`src/logic/mcms_pkg.sv`:
```
/*
 Shared constants and types for the motion command multitask scheduler:
 servo cycle and pre-calculation timing, register map, command and move codes.
 Assumes a 20 MHz clock and a 32-bit AXI4-Lite register bus.
*/
package mcms_pkg;

  // ----------------------------------------------------------------
  // Timing
  // ----------------------------------------------------------------
  localparam int unsigned CLK_HZ        = 20_000_000;
  localparam int unsigned CLK_NS        = 1_000_000_000 / CLK_HZ;
  localparam int unsigned SERVO_NS      = 120_000;
  localparam int unsigned SERVO_CYC     = SERVO_NS / CLK_NS;
  localparam int unsigned PRE_DUR_US    = 2000;
  localparam int unsigned PRE_VEL_US    = 4000;
  localparam int unsigned PRE_DUR_CYC   = PRE_DUR_US * (CLK_HZ / 1_000_000);
  localparam int unsigned PRE_VEL_CYC   = PRE_VEL_US * (CLK_HZ / 1_000_000);
  localparam logic [11:0] SERVO_LAST    = 12'(SERVO_CYC - 1);

  // ----------------------------------------------------------------
  // Register map
  // ----------------------------------------------------------------
  localparam logic [7:0]  ADDR_CTRL     = 8'h00;
  localparam logic [7:0]  ADDR_STATUS   = 8'h04;
  localparam logic [7:0]  ADDR_HOST_CMD = 8'h08;
  localparam int unsigned CTRL_HALT_CLR = 0;
  localparam int unsigned CTRL_REF_CLR  = 1;
  localparam int unsigned STS_KIND_LSB  = 8;
  localparam int unsigned STS_ST_LSB    = 11;
  localparam logic [1:0]  RESP_OKAY     = 2'h0;
  localparam logic [1:0]  RESP_SLVERR   = 2'h2;
  localparam logic [1:0]  RESP_DECERR   = 2'h3;

  // ----------------------------------------------------------------
  // Status bit positions (also the wait-on-bit selector)
  // ----------------------------------------------------------------
  localparam int unsigned SB_TRAJ       = 0;
  localparam int unsigned SB_MT         = 1;
  localparam int unsigned SB_HALT       = 2;
  localparam int unsigned SB_PEND       = 3;
  localparam int unsigned SB_MOVE       = 4;
  localparam int unsigned SB_REFUSED    = 5;
  localparam int unsigned SB_HOST       = 6;

  // ----------------------------------------------------------------
  // Commands and moves
  // ----------------------------------------------------------------
  // OP_TIMEVEL covers all twelve time/velocity based moves
  typedef enum logic [4:0] {
    OP_NOP        = 5'h00,
    OP_MT_ON      = 5'h01,
    OP_MT_OFF     = 5'h02,
    OP_TIMEVEL    = 5'h03,
    OP_VEL_MODE   = 5'h04,
    OP_PROFILE    = 5'h05,
    OP_PROF_OVR   = 5'h06,
    OP_PROF_EXIT  = 5'h07,
    OP_STEP_DIR   = 5'h08,
    OP_INPUT_MODE = 5'h09,
    OP_HARD_STOP  = 5'h0A,
    OP_STOP       = 5'h0B,
    OP_HALT       = 5'h0C,
    OP_KEEP_DRV   = 5'h0D,
    OP_END        = 5'h0E,
    OP_WAIT_BIT   = 5'h0F,
    OP_PARAM      = 5'h10
  } mcms_op_t;

  typedef enum logic [2:0] {
    MV_NONE = 3'h0,
    MV_TV   = 3'h1,
    MV_VEL  = 3'h2,
    MV_PROF = 3'h3,
    MV_SD   = 3'h4,
    MV_INP  = 3'h5
  } mcms_mv_t;

  typedef struct packed {
    mcms_op_t   op;
    logic       dur_based;
    logic [2:0] bit_sel;
    logic       bit_lvl;
  } mcms_cmd_t;

endpackage

```
`src/logic/mcms_top.sv`:
```
/*
 Motion command scheduler for a servo controller with multi-tasking.
 Takes program commands and host immediate commands, paces them on the
 servo cycle, runs pre-calculation pauses, queues a time/velocity move
 behind a busy trajectory unit and enforces move override classes.
 Assumes the trajectory unit raises traj_busy within one servo cycle of
 traj_start and holds it while a move or input mode is active.
*/
// Decided for this implementation: the address map and the AXI4-Lite interface to the registers.
`timescale 1ns/10ps
module mcms_top #(
  parameter int unsigned PRE_DUR_CYC = mcms_pkg::PRE_DUR_CYC,
  parameter int unsigned PRE_VEL_CYC = mcms_pkg::PRE_VEL_CYC
) (
  // Clock and reset
  input  wire logic              aclk,
  input  wire logic              aresetn,
  // AXI4-Lite slave
  input  wire logic              s_axi_awvalid,
  output logic                   s_axi_awready,
  input  wire logic [7:0]        s_axi_awaddr,
  input  wire logic              s_axi_wvalid,
  output logic                   s_axi_wready,
  input  wire logic [31:0]       s_axi_wdata,
  input  wire logic [3:0]        s_axi_wstrb,
  output logic                   s_axi_bvalid,
  input  wire logic              s_axi_bready,
  output logic [1:0]             s_axi_bresp,
  input  wire logic              s_axi_arvalid,
  output logic                   s_axi_arready,
  input  wire logic [7:0]        s_axi_araddr,
  output logic                   s_axi_rvalid,
  input  wire logic              s_axi_rready,
  output logic [31:0]            s_axi_rdata,
  output logic [1:0]             s_axi_rresp,
  // Program buffer
  input  wire logic              prog_valid,
  input  wire mcms_pkg::mcms_cmd_t prog_cmd,
  output logic                   prog_ack,
  output logic                   prog_abort,
  output logic                   prog_end,
  // Trajectory unit
  input  wire logic              traj_busy,
  output logic                   traj_start,
  output mcms_pkg::mcms_mv_t     traj_kind,
  output logic                   traj_hard_stop,
  output logic                   traj_decel_stop,
  output logic                   traj_update,
  // Recovery and drivers
  output logic                   kill_recovery,
  output logic                   drv_enable,
  output logic                   servo_tick
);
  import mcms_pkg::*;

  // ----------------------------------------------------------------
  // Types and helpers
  // ----------------------------------------------------------------
  typedef enum logic [4:0] {
    ST_RUN   = 5'h01,
    ST_CALC  = 5'h02,
    ST_QUEUE = 5'h04,
    ST_WBIT  = 5'h08,
    ST_ENDW  = 5'h10
  } mcms_st_t;

  function automatic logic [2:0] reg_dec(input logic [7:0] a);
    reg_dec = {a == ADDR_HOST_CMD, a == ADDR_STATUS, a == ADDR_CTRL};
  endfunction

  function automatic mcms_mv_t kind_of(input mcms_op_t o);
    case (o)
      OP_VEL_MODE:   kind_of = MV_VEL;
      OP_PROFILE:    kind_of = MV_PROF;
      OP_PROF_OVR:   kind_of = MV_PROF;
      OP_STEP_DIR:   kind_of = MV_SD;
      OP_INPUT_MODE: kind_of = MV_INP;
      default:       kind_of = MV_NONE;
    endcase
  endfunction

  // ----------------------------------------------------------------
  // State
  // ----------------------------------------------------------------
  logic [11:0] div_reg;
  logic        tick_reg;
  mcms_st_t    st_reg;
  mcms_st_t    st_next;
  mcms_mv_t    act_reg;
  mcms_mv_t    act_next;
  logic [16:0] cnt_reg;
  logic [16:0] cnt_next;
  logic        mt_reg;
  logic        keep_reg;
  logic        halt_reg;
  logic        ref_reg;
  logic        pdur_reg;
  logic [2:0]  wsel_reg;
  logic        wlvl_reg;
  logic        hpend_reg;
  mcms_cmd_t   hcmd_reg;
  logic        awh_reg;
  logic        wh_reg;
  logic [7:0]  awa_reg;
  logic [31:0] wd_reg;
  logic [3:0]  ws_reg;

  // ----------------------------------------------------------------
  // Command selection
  // ----------------------------------------------------------------
  wire       run      = st_reg == ST_RUN;
  wire       moving   = act_reg != MV_NONE;
  wire       mt_hold  = !mt_reg && moving;
  wire       ex_host  = tick_reg && hpend_reg;
  wire       ex_prog  = tick_reg && !hpend_reg && prog_valid && run && !mt_hold;
  wire       ex       = ex_host || ex_prog;
  mcms_cmd_t cur;
  assign cur = ex_host ? hcmd_reg : prog_cmd;
  wire       o_hsm    = cur.op == OP_HARD_STOP;
  wire       o_stp    = cur.op == OP_STOP;
  wire       o_hlt    = cur.op == OP_HALT;
  wire       o_brk    = o_hsm || o_stp || o_hlt;
  wire       o_vel    = cur.op == OP_VEL_MODE;
  wire       o_povr   = cur.op == OP_PROF_OVR;
  wire       o_pex    = cur.op == OP_PROF_EXIT;
  wire       o_tv     = cur.op == OP_TIMEVEL;
  wire       o_mv     = kind_of(cur.op) != MV_NONE;

  // ----------------------------------------------------------------
  // Override classes
  // ----------------------------------------------------------------
  wire ok_pex  = o_pex && (act_reg == MV_TV || act_reg == MV_PROF);
  wire ok_prof = cur.op == OP_PROFILE && act_reg == MV_PROF;
  wire ok_sd   = cur.op == OP_STEP_DIR && act_reg == MV_SD;
  // Velocity mode and profile override replace every class
  wire ovr_ok  = !moving || o_vel || o_povr || ok_prof || ok_sd;
  wire mv_go   = ex && o_mv && ovr_ok;
  wire mv_ref  = ex && o_mv && !ovr_ok;
  // A host time/velocity move is refused whenever the scheduler is not in ST_RUN
  wire tv_ref  = ex && o_tv && !run;
  wire tv_go   = ex && o_tv && run;
  wire cancel  = ex && (o_brk || o_vel || o_povr || o_pex);
  wire tv_pend = st_reg == ST_CALC || st_reg == ST_QUEUE;
  wire cdone   = st_reg == ST_CALC && cnt_reg == 17'h00000 && tick_reg && !cancel;
  wire q_free  = st_reg == ST_QUEUE && tick_reg && !traj_busy && !cancel;
  logic [7:0] stat;
  assign stat = {1'b0, hpend_reg, ref_reg, moving, tv_pend, halt_reg, mt_reg, traj_busy};
  wire wb_hit  = stat[wsel_reg] == wlvl_reg;
  wire end_w   = ex && cur.op == OP_END && mt_reg && moving;
  wire end_now = ex && cur.op == OP_END && !end_w;
  wire endw_ok = st_reg == ST_ENDW && !moving;
  wire start_n = mv_go || cdone;
  wire pex_go  = ex && ok_pex;
  wire upd_n   = ex && cur.op == OP_PARAM &&
                 ((mt_reg && act_reg == MV_PROF) || act_reg == MV_INP);

  // Load leaves one servo cycle of slack so the start tick stays in limit
  wire        use_dur = (st_reg == ST_QUEUE) ? pdur_reg : cur.dur_based;
  wire [16:0] pre_ld  = use_dur ? 17'(PRE_DUR_CYC - SERVO_CYC)
                                : 17'(PRE_VEL_CYC - SERVO_CYC);

  // ----------------------------------------------------------------
  // Scheduler state machine
  // ----------------------------------------------------------------
  always_comb
  begin
    st_next  = st_reg;
    cnt_next = (cnt_reg != 17'h00000) ? cnt_reg - 17'h00001 : cnt_reg;
    case (st_reg)
      ST_RUN:
      begin
        if (tv_go && traj_busy)
          st_next = ST_QUEUE;
        else if (tv_go)
        begin
          st_next  = ST_CALC;
          cnt_next = pre_ld;
        end
        else if (ex && cur.op == OP_WAIT_BIT)
          st_next = ST_WBIT;
        else if (end_w)
          st_next = ST_ENDW;
      end
      ST_CALC:
        if (cancel || cdone)
          st_next = ST_RUN;
      ST_QUEUE:
        if (cancel)
          st_next = ST_RUN;
        else if (q_free)
        begin
          st_next  = ST_CALC;
          cnt_next = pre_ld;
        end
      ST_WBIT:
        if ((tick_reg && wb_hit) || (ex && (o_stp || o_hlt)))
          st_next = ST_RUN;
      ST_ENDW:
        if (endw_ok || (ex && (o_stp || o_hlt)))
          st_next = ST_RUN;
      default:
        st_next = ST_RUN;
    endcase
  end

  // Move class tracking; an idle trajectory at a tick ends the move
  always_comb
  begin
    act_next = act_reg;
    if (ex && (o_brk || pex_go))
      act_next = MV_NONE;
    else if (mv_go)
      act_next = kind_of(cur.op);
    else if (cdone)
      act_next = MV_TV;
    else if (tick_reg && !traj_busy)
      act_next = MV_NONE;
  end

  always_ff @(posedge aclk)
  begin
    if (!aresetn)
    begin
      div_reg  <= 12'h000;
      tick_reg <= 1'b0;
      st_reg   <= ST_RUN;
      act_reg  <= MV_NONE;
      cnt_reg  <= 17'h00000;
    end
    else
    begin
      div_reg  <= (div_reg == SERVO_LAST) ? 12'h000 : div_reg + 12'h001;
      tick_reg <= div_reg == SERVO_LAST;
      st_reg   <= st_next;
      act_reg  <= act_next;
      cnt_reg  <= cnt_next;
    end
  end

  // ----------------------------------------------------------------
  // Mode flags
  // ----------------------------------------------------------------
  wire wr_do  = awh_reg && wh_reg && !s_axi_bvalid;
  wire [2:0] wsel = reg_dec(awa_reg);
  wire ctrl_w = wr_do && wsel[0] && ws_reg[0];
  wire hcmd_w = wr_do && wsel[2] && (&ws_reg[1:0]) && !hpend_reg;

  always_ff @(posedge aclk)
  begin
    if (!aresetn)
    begin
      mt_reg    <= 1'b0;
      keep_reg  <= 1'b0;
      halt_reg  <= 1'b0;
      ref_reg   <= 1'b0;
      pdur_reg  <= 1'b0;
      wsel_reg  <= 3'h0;
      wlvl_reg  <= 1'b0;
      hpend_reg <= 1'b0;
      hcmd_reg  <= '0;
    end
    else
    begin
      mt_reg   <= (ex && cur.op == OP_MT_ON) || (mt_reg && !(ex && cur.op == OP_MT_OFF));
      keep_reg <= keep_reg || (ex && cur.op == OP_KEEP_DRV);
      // Hardware set beats a software clear in the same cycle
      halt_reg <= (ex && o_hlt) || (halt_reg && !(ctrl_w && wd_reg[CTRL_HALT_CLR]));
      ref_reg  <= mv_ref || tv_ref || (ref_reg && !(ctrl_w && wd_reg[CTRL_REF_CLR]));
      pdur_reg <= tv_go ? cur.dur_based : pdur_reg;
      if (ex && cur.op == OP_WAIT_BIT)
      begin
        wsel_reg <= cur.bit_sel;
        wlvl_reg <= cur.bit_lvl;
      end
      hpend_reg <= hcmd_w || (hpend_reg && !ex_host);
      hcmd_reg  <= hcmd_w ? mcms_cmd_t'(wd_reg[$bits(mcms_cmd_t)-1:0]) : hcmd_reg;
    end
  end

  // ----------------------------------------------------------------
  // Registered outputs to program buffer, trajectory unit, recovery and drivers
  // ----------------------------------------------------------------
  always_ff @(posedge aclk)
  begin
    if (!aresetn)
    begin
      prog_ack        <= 1'b0;
      prog_abort      <= 1'b0;
      prog_end        <= 1'b0;
      traj_start      <= 1'b0;
      traj_kind       <= MV_NONE;
      traj_hard_stop  <= 1'b0;
      traj_decel_stop <= 1'b0;
      traj_update     <= 1'b0;
      kill_recovery   <= 1'b0;
      drv_enable      <= 1'b0;
      servo_tick      <= 1'b0;
    end
    else
    begin
      prog_ack        <= ex_prog;
      prog_abort      <= ex && (o_stp || o_hlt);
      prog_end        <= end_now || endw_ok;
      traj_start      <= start_n;
      traj_kind       <= cdone ? MV_TV : kind_of(cur.op);
      traj_hard_stop  <= ex && (o_hsm || o_hlt);
      traj_decel_stop <= ex && o_stp || pex_go;
      traj_update     <= upd_n;
      kill_recovery   <= ex && o_hlt;
      // Multi-tasking off always drops drivers during recovery
      drv_enable      <= !halt_reg || (mt_reg && keep_reg);
      servo_tick      <= tick_reg;
    end
  end

  // ----------------------------------------------------------------
  // AXI4-Lite slave
  // ----------------------------------------------------------------
  wire aw_take = s_axi_awvalid && s_axi_awready;
  wire w_take  = s_axi_wvalid && s_axi_wready;
  wire awh_n   = (awh_reg && !wr_do) || aw_take;
  wire wh_n    = (wh_reg && !wr_do) || w_take;
  wire bv_n    = wr_do || (s_axi_bvalid && !s_axi_bready);
  wire ar_take = s_axi_arvalid && s_axi_arready;
  wire rv_n    = ar_take || (s_axi_rvalid && !s_axi_rready);
  wire [2:0] rsel = reg_dec(s_axi_araddr);
  wire [1:0] wresp = (wsel == 3'h0) ? RESP_DECERR :
                     (wsel[2] && !hcmd_w) ? RESP_SLVERR : RESP_OKAY;

  logic [31:0] rd_val;
  assign rd_val =
    rsel[1] ? {16'h0000, st_reg, act_reg, stat} :
    rsel[2] ? {22'h000000, hcmd_reg} : 32'h00000000;

  always_ff @(posedge aclk)
  begin
    if (!aresetn)
    begin
      awh_reg       <= 1'b0;
      wh_reg        <= 1'b0;
      awa_reg       <= 8'h00;
      wd_reg        <= 32'h00000000;
      ws_reg        <= 4'h0;
      s_axi_awready <= 1'b0;
      s_axi_wready  <= 1'b0;
      s_axi_bvalid  <= 1'b0;
      s_axi_bresp   <= RESP_OKAY;
      s_axi_arready <= 1'b0;
      s_axi_rvalid  <= 1'b0;
      s_axi_rdata   <= 32'h00000000;
      s_axi_rresp   <= RESP_OKAY;
    end
    else
    begin
      awh_reg       <= awh_n;
      wh_reg        <= wh_n;
      awa_reg       <= aw_take ? s_axi_awaddr : awa_reg;
      if (w_take)
      begin
        wd_reg <= s_axi_wdata;
        ws_reg <= s_axi_wstrb;
      end
      s_axi_awready <= !awh_n && !bv_n;
      s_axi_wready  <= !wh_n && !bv_n;
      s_axi_bvalid  <= bv_n;
      s_axi_bresp   <= wr_do ? wresp : s_axi_bresp;
      s_axi_arready <= !rv_n;
      s_axi_rvalid  <= rv_n;
      if (ar_take)
      begin
        s_axi_rdata <= rd_val;
        s_axi_rresp <= (rsel == 3'h0) ? RESP_DECERR : RESP_OKAY;
      end
    end
  end

endmodule

```
`config.mk`:
```
export PLATFORM = sky130hd
export DESIGN_NAME = mcms_top
export DESIGN_NICKNAME = d
export VERILOG_FILES = /design/src/logic/mcms_pkg.sv /design/src/logic/mcms_top.sv
export SDC_FILE = /design/constraint.sdc
export NUM_CORES = 1
export LEC_CHECK = 0
export BUFFER_PORTS_ARGS = -buffer_cell sky130_fd_sc_hd__clkbuf_2
export CAP_MARGIN = 20
export CORE_MARGIN = 8
export CORE_UTILIZATION = 59
export DETAILED_ROUTE_END_ITERATION = 16
export PLACE_DENSITY = 0.86
export RECOVER_POWER = 50
export SYNTH_ARGS = -nofsm -noshare
export SYNTH_HDL_FRONTEND = slang
export SYNTH_SLANG_ARGS = --single-unit
```
`constraint.sdc`:
```
create_clock -name aclk -period 4.6 [get_ports aclk]
set_input_delay 0.92 -clock aclk [delete_from_list [all_inputs] [get_ports aclk]]
set_output_delay 0.92 -clock aclk [all_outputs]
set_load 0.005 [all_outputs]
```
==> reports/metrics.cfg <==
[timing]
final_min_period_over_clock_period=0.773
tightestPinTransition_ps=1370
crit_path_setup_slack_layout_ps=1050
totalNegativeSetupSlack_ps=0
clock-skew-final_ps=5.87
post-route-min-period_ps=3550
timing.final.setup_violations=0
rsz0062_at_grt=no
slew-limit-headroom=0.0872
timing.fmax_mhz=281
maxSlewViolCount=0
finalHoldWorstSlack_ps=451
hold_viol=0

[hold_path]
hold_class=register to register

[drt]
ant_nets=0
routedWlPerCell_um=17.4
detail_route.wirelength_um=15800
route.detailed.drc=0
viasPerCell=5.99
first_iter_violations=510
drt-pass1-iter-count=5
num_vias=5418

[clock_network]
numCtsBuffers=17
clk-insertion-delay-late_ps=530
cts_resized=0
clk_pin_slew_worst_paths_ps=60
clock_tree.buffer_depth=2
post-cts-setup-buffers=0
cts_tree=built
ctsHoldBuffers=0
cts-root-buf=sky130_fd_sc_hd__clkbuf_8
cts_htree_levels=4
clock_sinks=117

[place]
port_buffers=84
post-place-cells=872
dp_worst_setup_slack_ps=1710
hpwlAfterDp_um=11000
place.gp.congestion=0.931

[yosys]
syn-mean-instance-area_sq_um=8.38
netlist.top_cell.by_area=sky130_fd_sc_hd__dfxtp_1
yosysWarnings=0
synth_seq_cells=117
synthDominantCellAreaShare=0.408
postSynth.asyncResetShare=0
synthFlopType=sky130_fd_sc_hd__dfxtp_1
synth.lib_cells_used.distinct=79
netlist_top_cells_area=sky130_fd_sc_hd__dfxtp_1 (41%), sky130_fd_sc_hd__nand2_1 (6.2%), sky130_fd_sc_hd__a21oi_1 (4.8%)
synthesis.area_sq_mm=0.00574
synth_edf_count=0
netlist_instances=685
synth_sequential_area_ratio=0.408

[global_routing]
first_global_vias=5437
grt_first_pass_wirelength_um=25500
global_router_s_overall_resource_usage=0.243
globalRoute.totalOverflow=0
grt_antenna_before_repair=0
maximum_number_of_pins_on_one_net_before_global_route_repair=44

[worst_setup_path]
cpPeakStageDelay_ps=990
critPathCaptureType=register
critical_path_class=input port to register
cp.arrival_ps=4020
crit_required_ps=5070
critPathSlowestCell=sky130_fd_sc_hd__clkbuf_1
sort_of_element_at_the_start_of_the_critical_path=input port
path_max_fanout=31
crit_chain=clkbuf_2 -> clkbuf_1 -> inv_1 -> or3_1 -> nor3_1 -> a31o_2

[power]
powerDensity_mw_per_mm2=475
p_leak_nw=2.54
total_design_power_mw=3.18
vdd_drop_max_mv=0.256

[floorplan]
dieHeight_um=115
ios=125
floorplan.rows=36
start_util=0.598
die_x_um=115
core_sq_mm=0.00959
die_area_sq_mm=0.0131

[cells_and_area]
post_route_cells_drive_above_1_share=0.159
final_cells=905
num-nets-final=833
largest_reg_flops=17
layout.cells.most_common=sky130_fd_sc_hd__dfxtp_1
layout.cells.most_common_list=sky130_fd_sc_hd__dfxtp_1 (117), sky130_fd_sc_hd__nand2_1 (95), sky130_fd_sc_hd__nor2_1 (73), sky130_fd_sc_hd__clkbuf_2 (61), sky130_fd_sc_hd__a21oi_1 (55)
syn2layout_area_growth_pct=16.8
count_of_antenna_diodes_in_the_layout=0

[run_status]
status=finished clean

[flow_run]
timing.max_cap.violations=0

[metal layers]
metal  vias to the layer above  share of wire  routed length, um  GRT usage
li1                       2589              -                  -          -
met5                         -              0                  0          0
met2                       246           0.50               7850      0.410
met1                      2539           0.41               6420      0.281
met3                        44          0.074               1170     0.0527
met4                         0          0.022                351      0.127
[synthesized netlist by cell type (11+ instances only)]
cell and number:
sky130_fd_sc_hd__buf_4 17, sky130_fd_sc_hd__o21ai_0 22, sky130_fd_sc_hd__xor2_1 11, sky130_fd_sc_hd__clkbuf_1 18, sky130_fd_sc_hd__mux2i_1 18, sky130_fd_sc_hd__nor3_1 26
sky130_fd_sc_hd__nor2_1 73, sky130_fd_sc_hd__xnor2_1 11, sky130_fd_sc_hd__nand2_1 95, sky130_fd_sc_hd__a21oi_1 55, sky130_fd_sc_hd__dfxtp_1 117, sky130_fd_sc_hd__nand3_1 23
[power breakdown]
group | total (mW) | switching [mW] | internal [mW]
Combinational | 0.656 | 0.377 | 0.279
Sequential | 1.19 | 0.0928 | 1.10
Clock | 1.34 | 0.455 | 0.881
Total | 3.18 | 0.925 | 2.26
[layout make-up]
type	count	area, sq um
Clock buffer	24	480
Timing Repair Buffer	88	418
Multi-Input combinational cell	526	3140
Clock inverter	8	121
Tap cell	133	166
Sequential cell	117	2340
Fill cell	772	2890
Inverter	9	33.8
[worst paths after layout]
path                                      start              end  slack [ps]  cells past startpoint
worst max-delay path                    aresetn         halt_reg        1050                      6
worst max register to register         tick_reg       cnt_reg[6]        1660                      6
worst min-delay path            s_axi_rdata[12]  s_axi_rdata[12]         450                      2
worst min register to register  s_axi_rdata[12]  s_axi_rdata[12]         450                      2
[per-stage QoR]
stage / utilization / instance area, sq um
2_1_floorplan: - / 5800
3_3_place_gp: 0.639 / 6130
3_5_place_dp: 0.639 / 6130
4_1_cts: 0.701 / 6730
5_1_grt: 0.699 / 6700
6_report: 0.699 / 6700
[critical path, delay by kind of cell]
| family | cells | cell delay (ps) |
|---|---|---|
| simple gates | 2 | 980 |
| compound gates | 1 | 170 |
| buf+inv | 3 | 1940 |
[logic make-up (layout without fill, tap and decap cells)]
family | count (synthesis) | in the layout | synth area share
multiplexers | 21 | 21 | 0.0373
flip-flops | 117 | 117 | 0.408
AO/OA/AOI/OAI | 156 | 156 | 0.189
XOR/XNOR | 22 | 22 | 0.0336
buffers and inverters | 57 | 129 | 0.0552
other | 1 | 16 | 0.000653
AND/OR/NAND/NOR | 308 | 308 | 0.269
adder cells (fa/ha/maj) | 3 | 3 | 0.00654
Power figures use the tool's default switching activity.
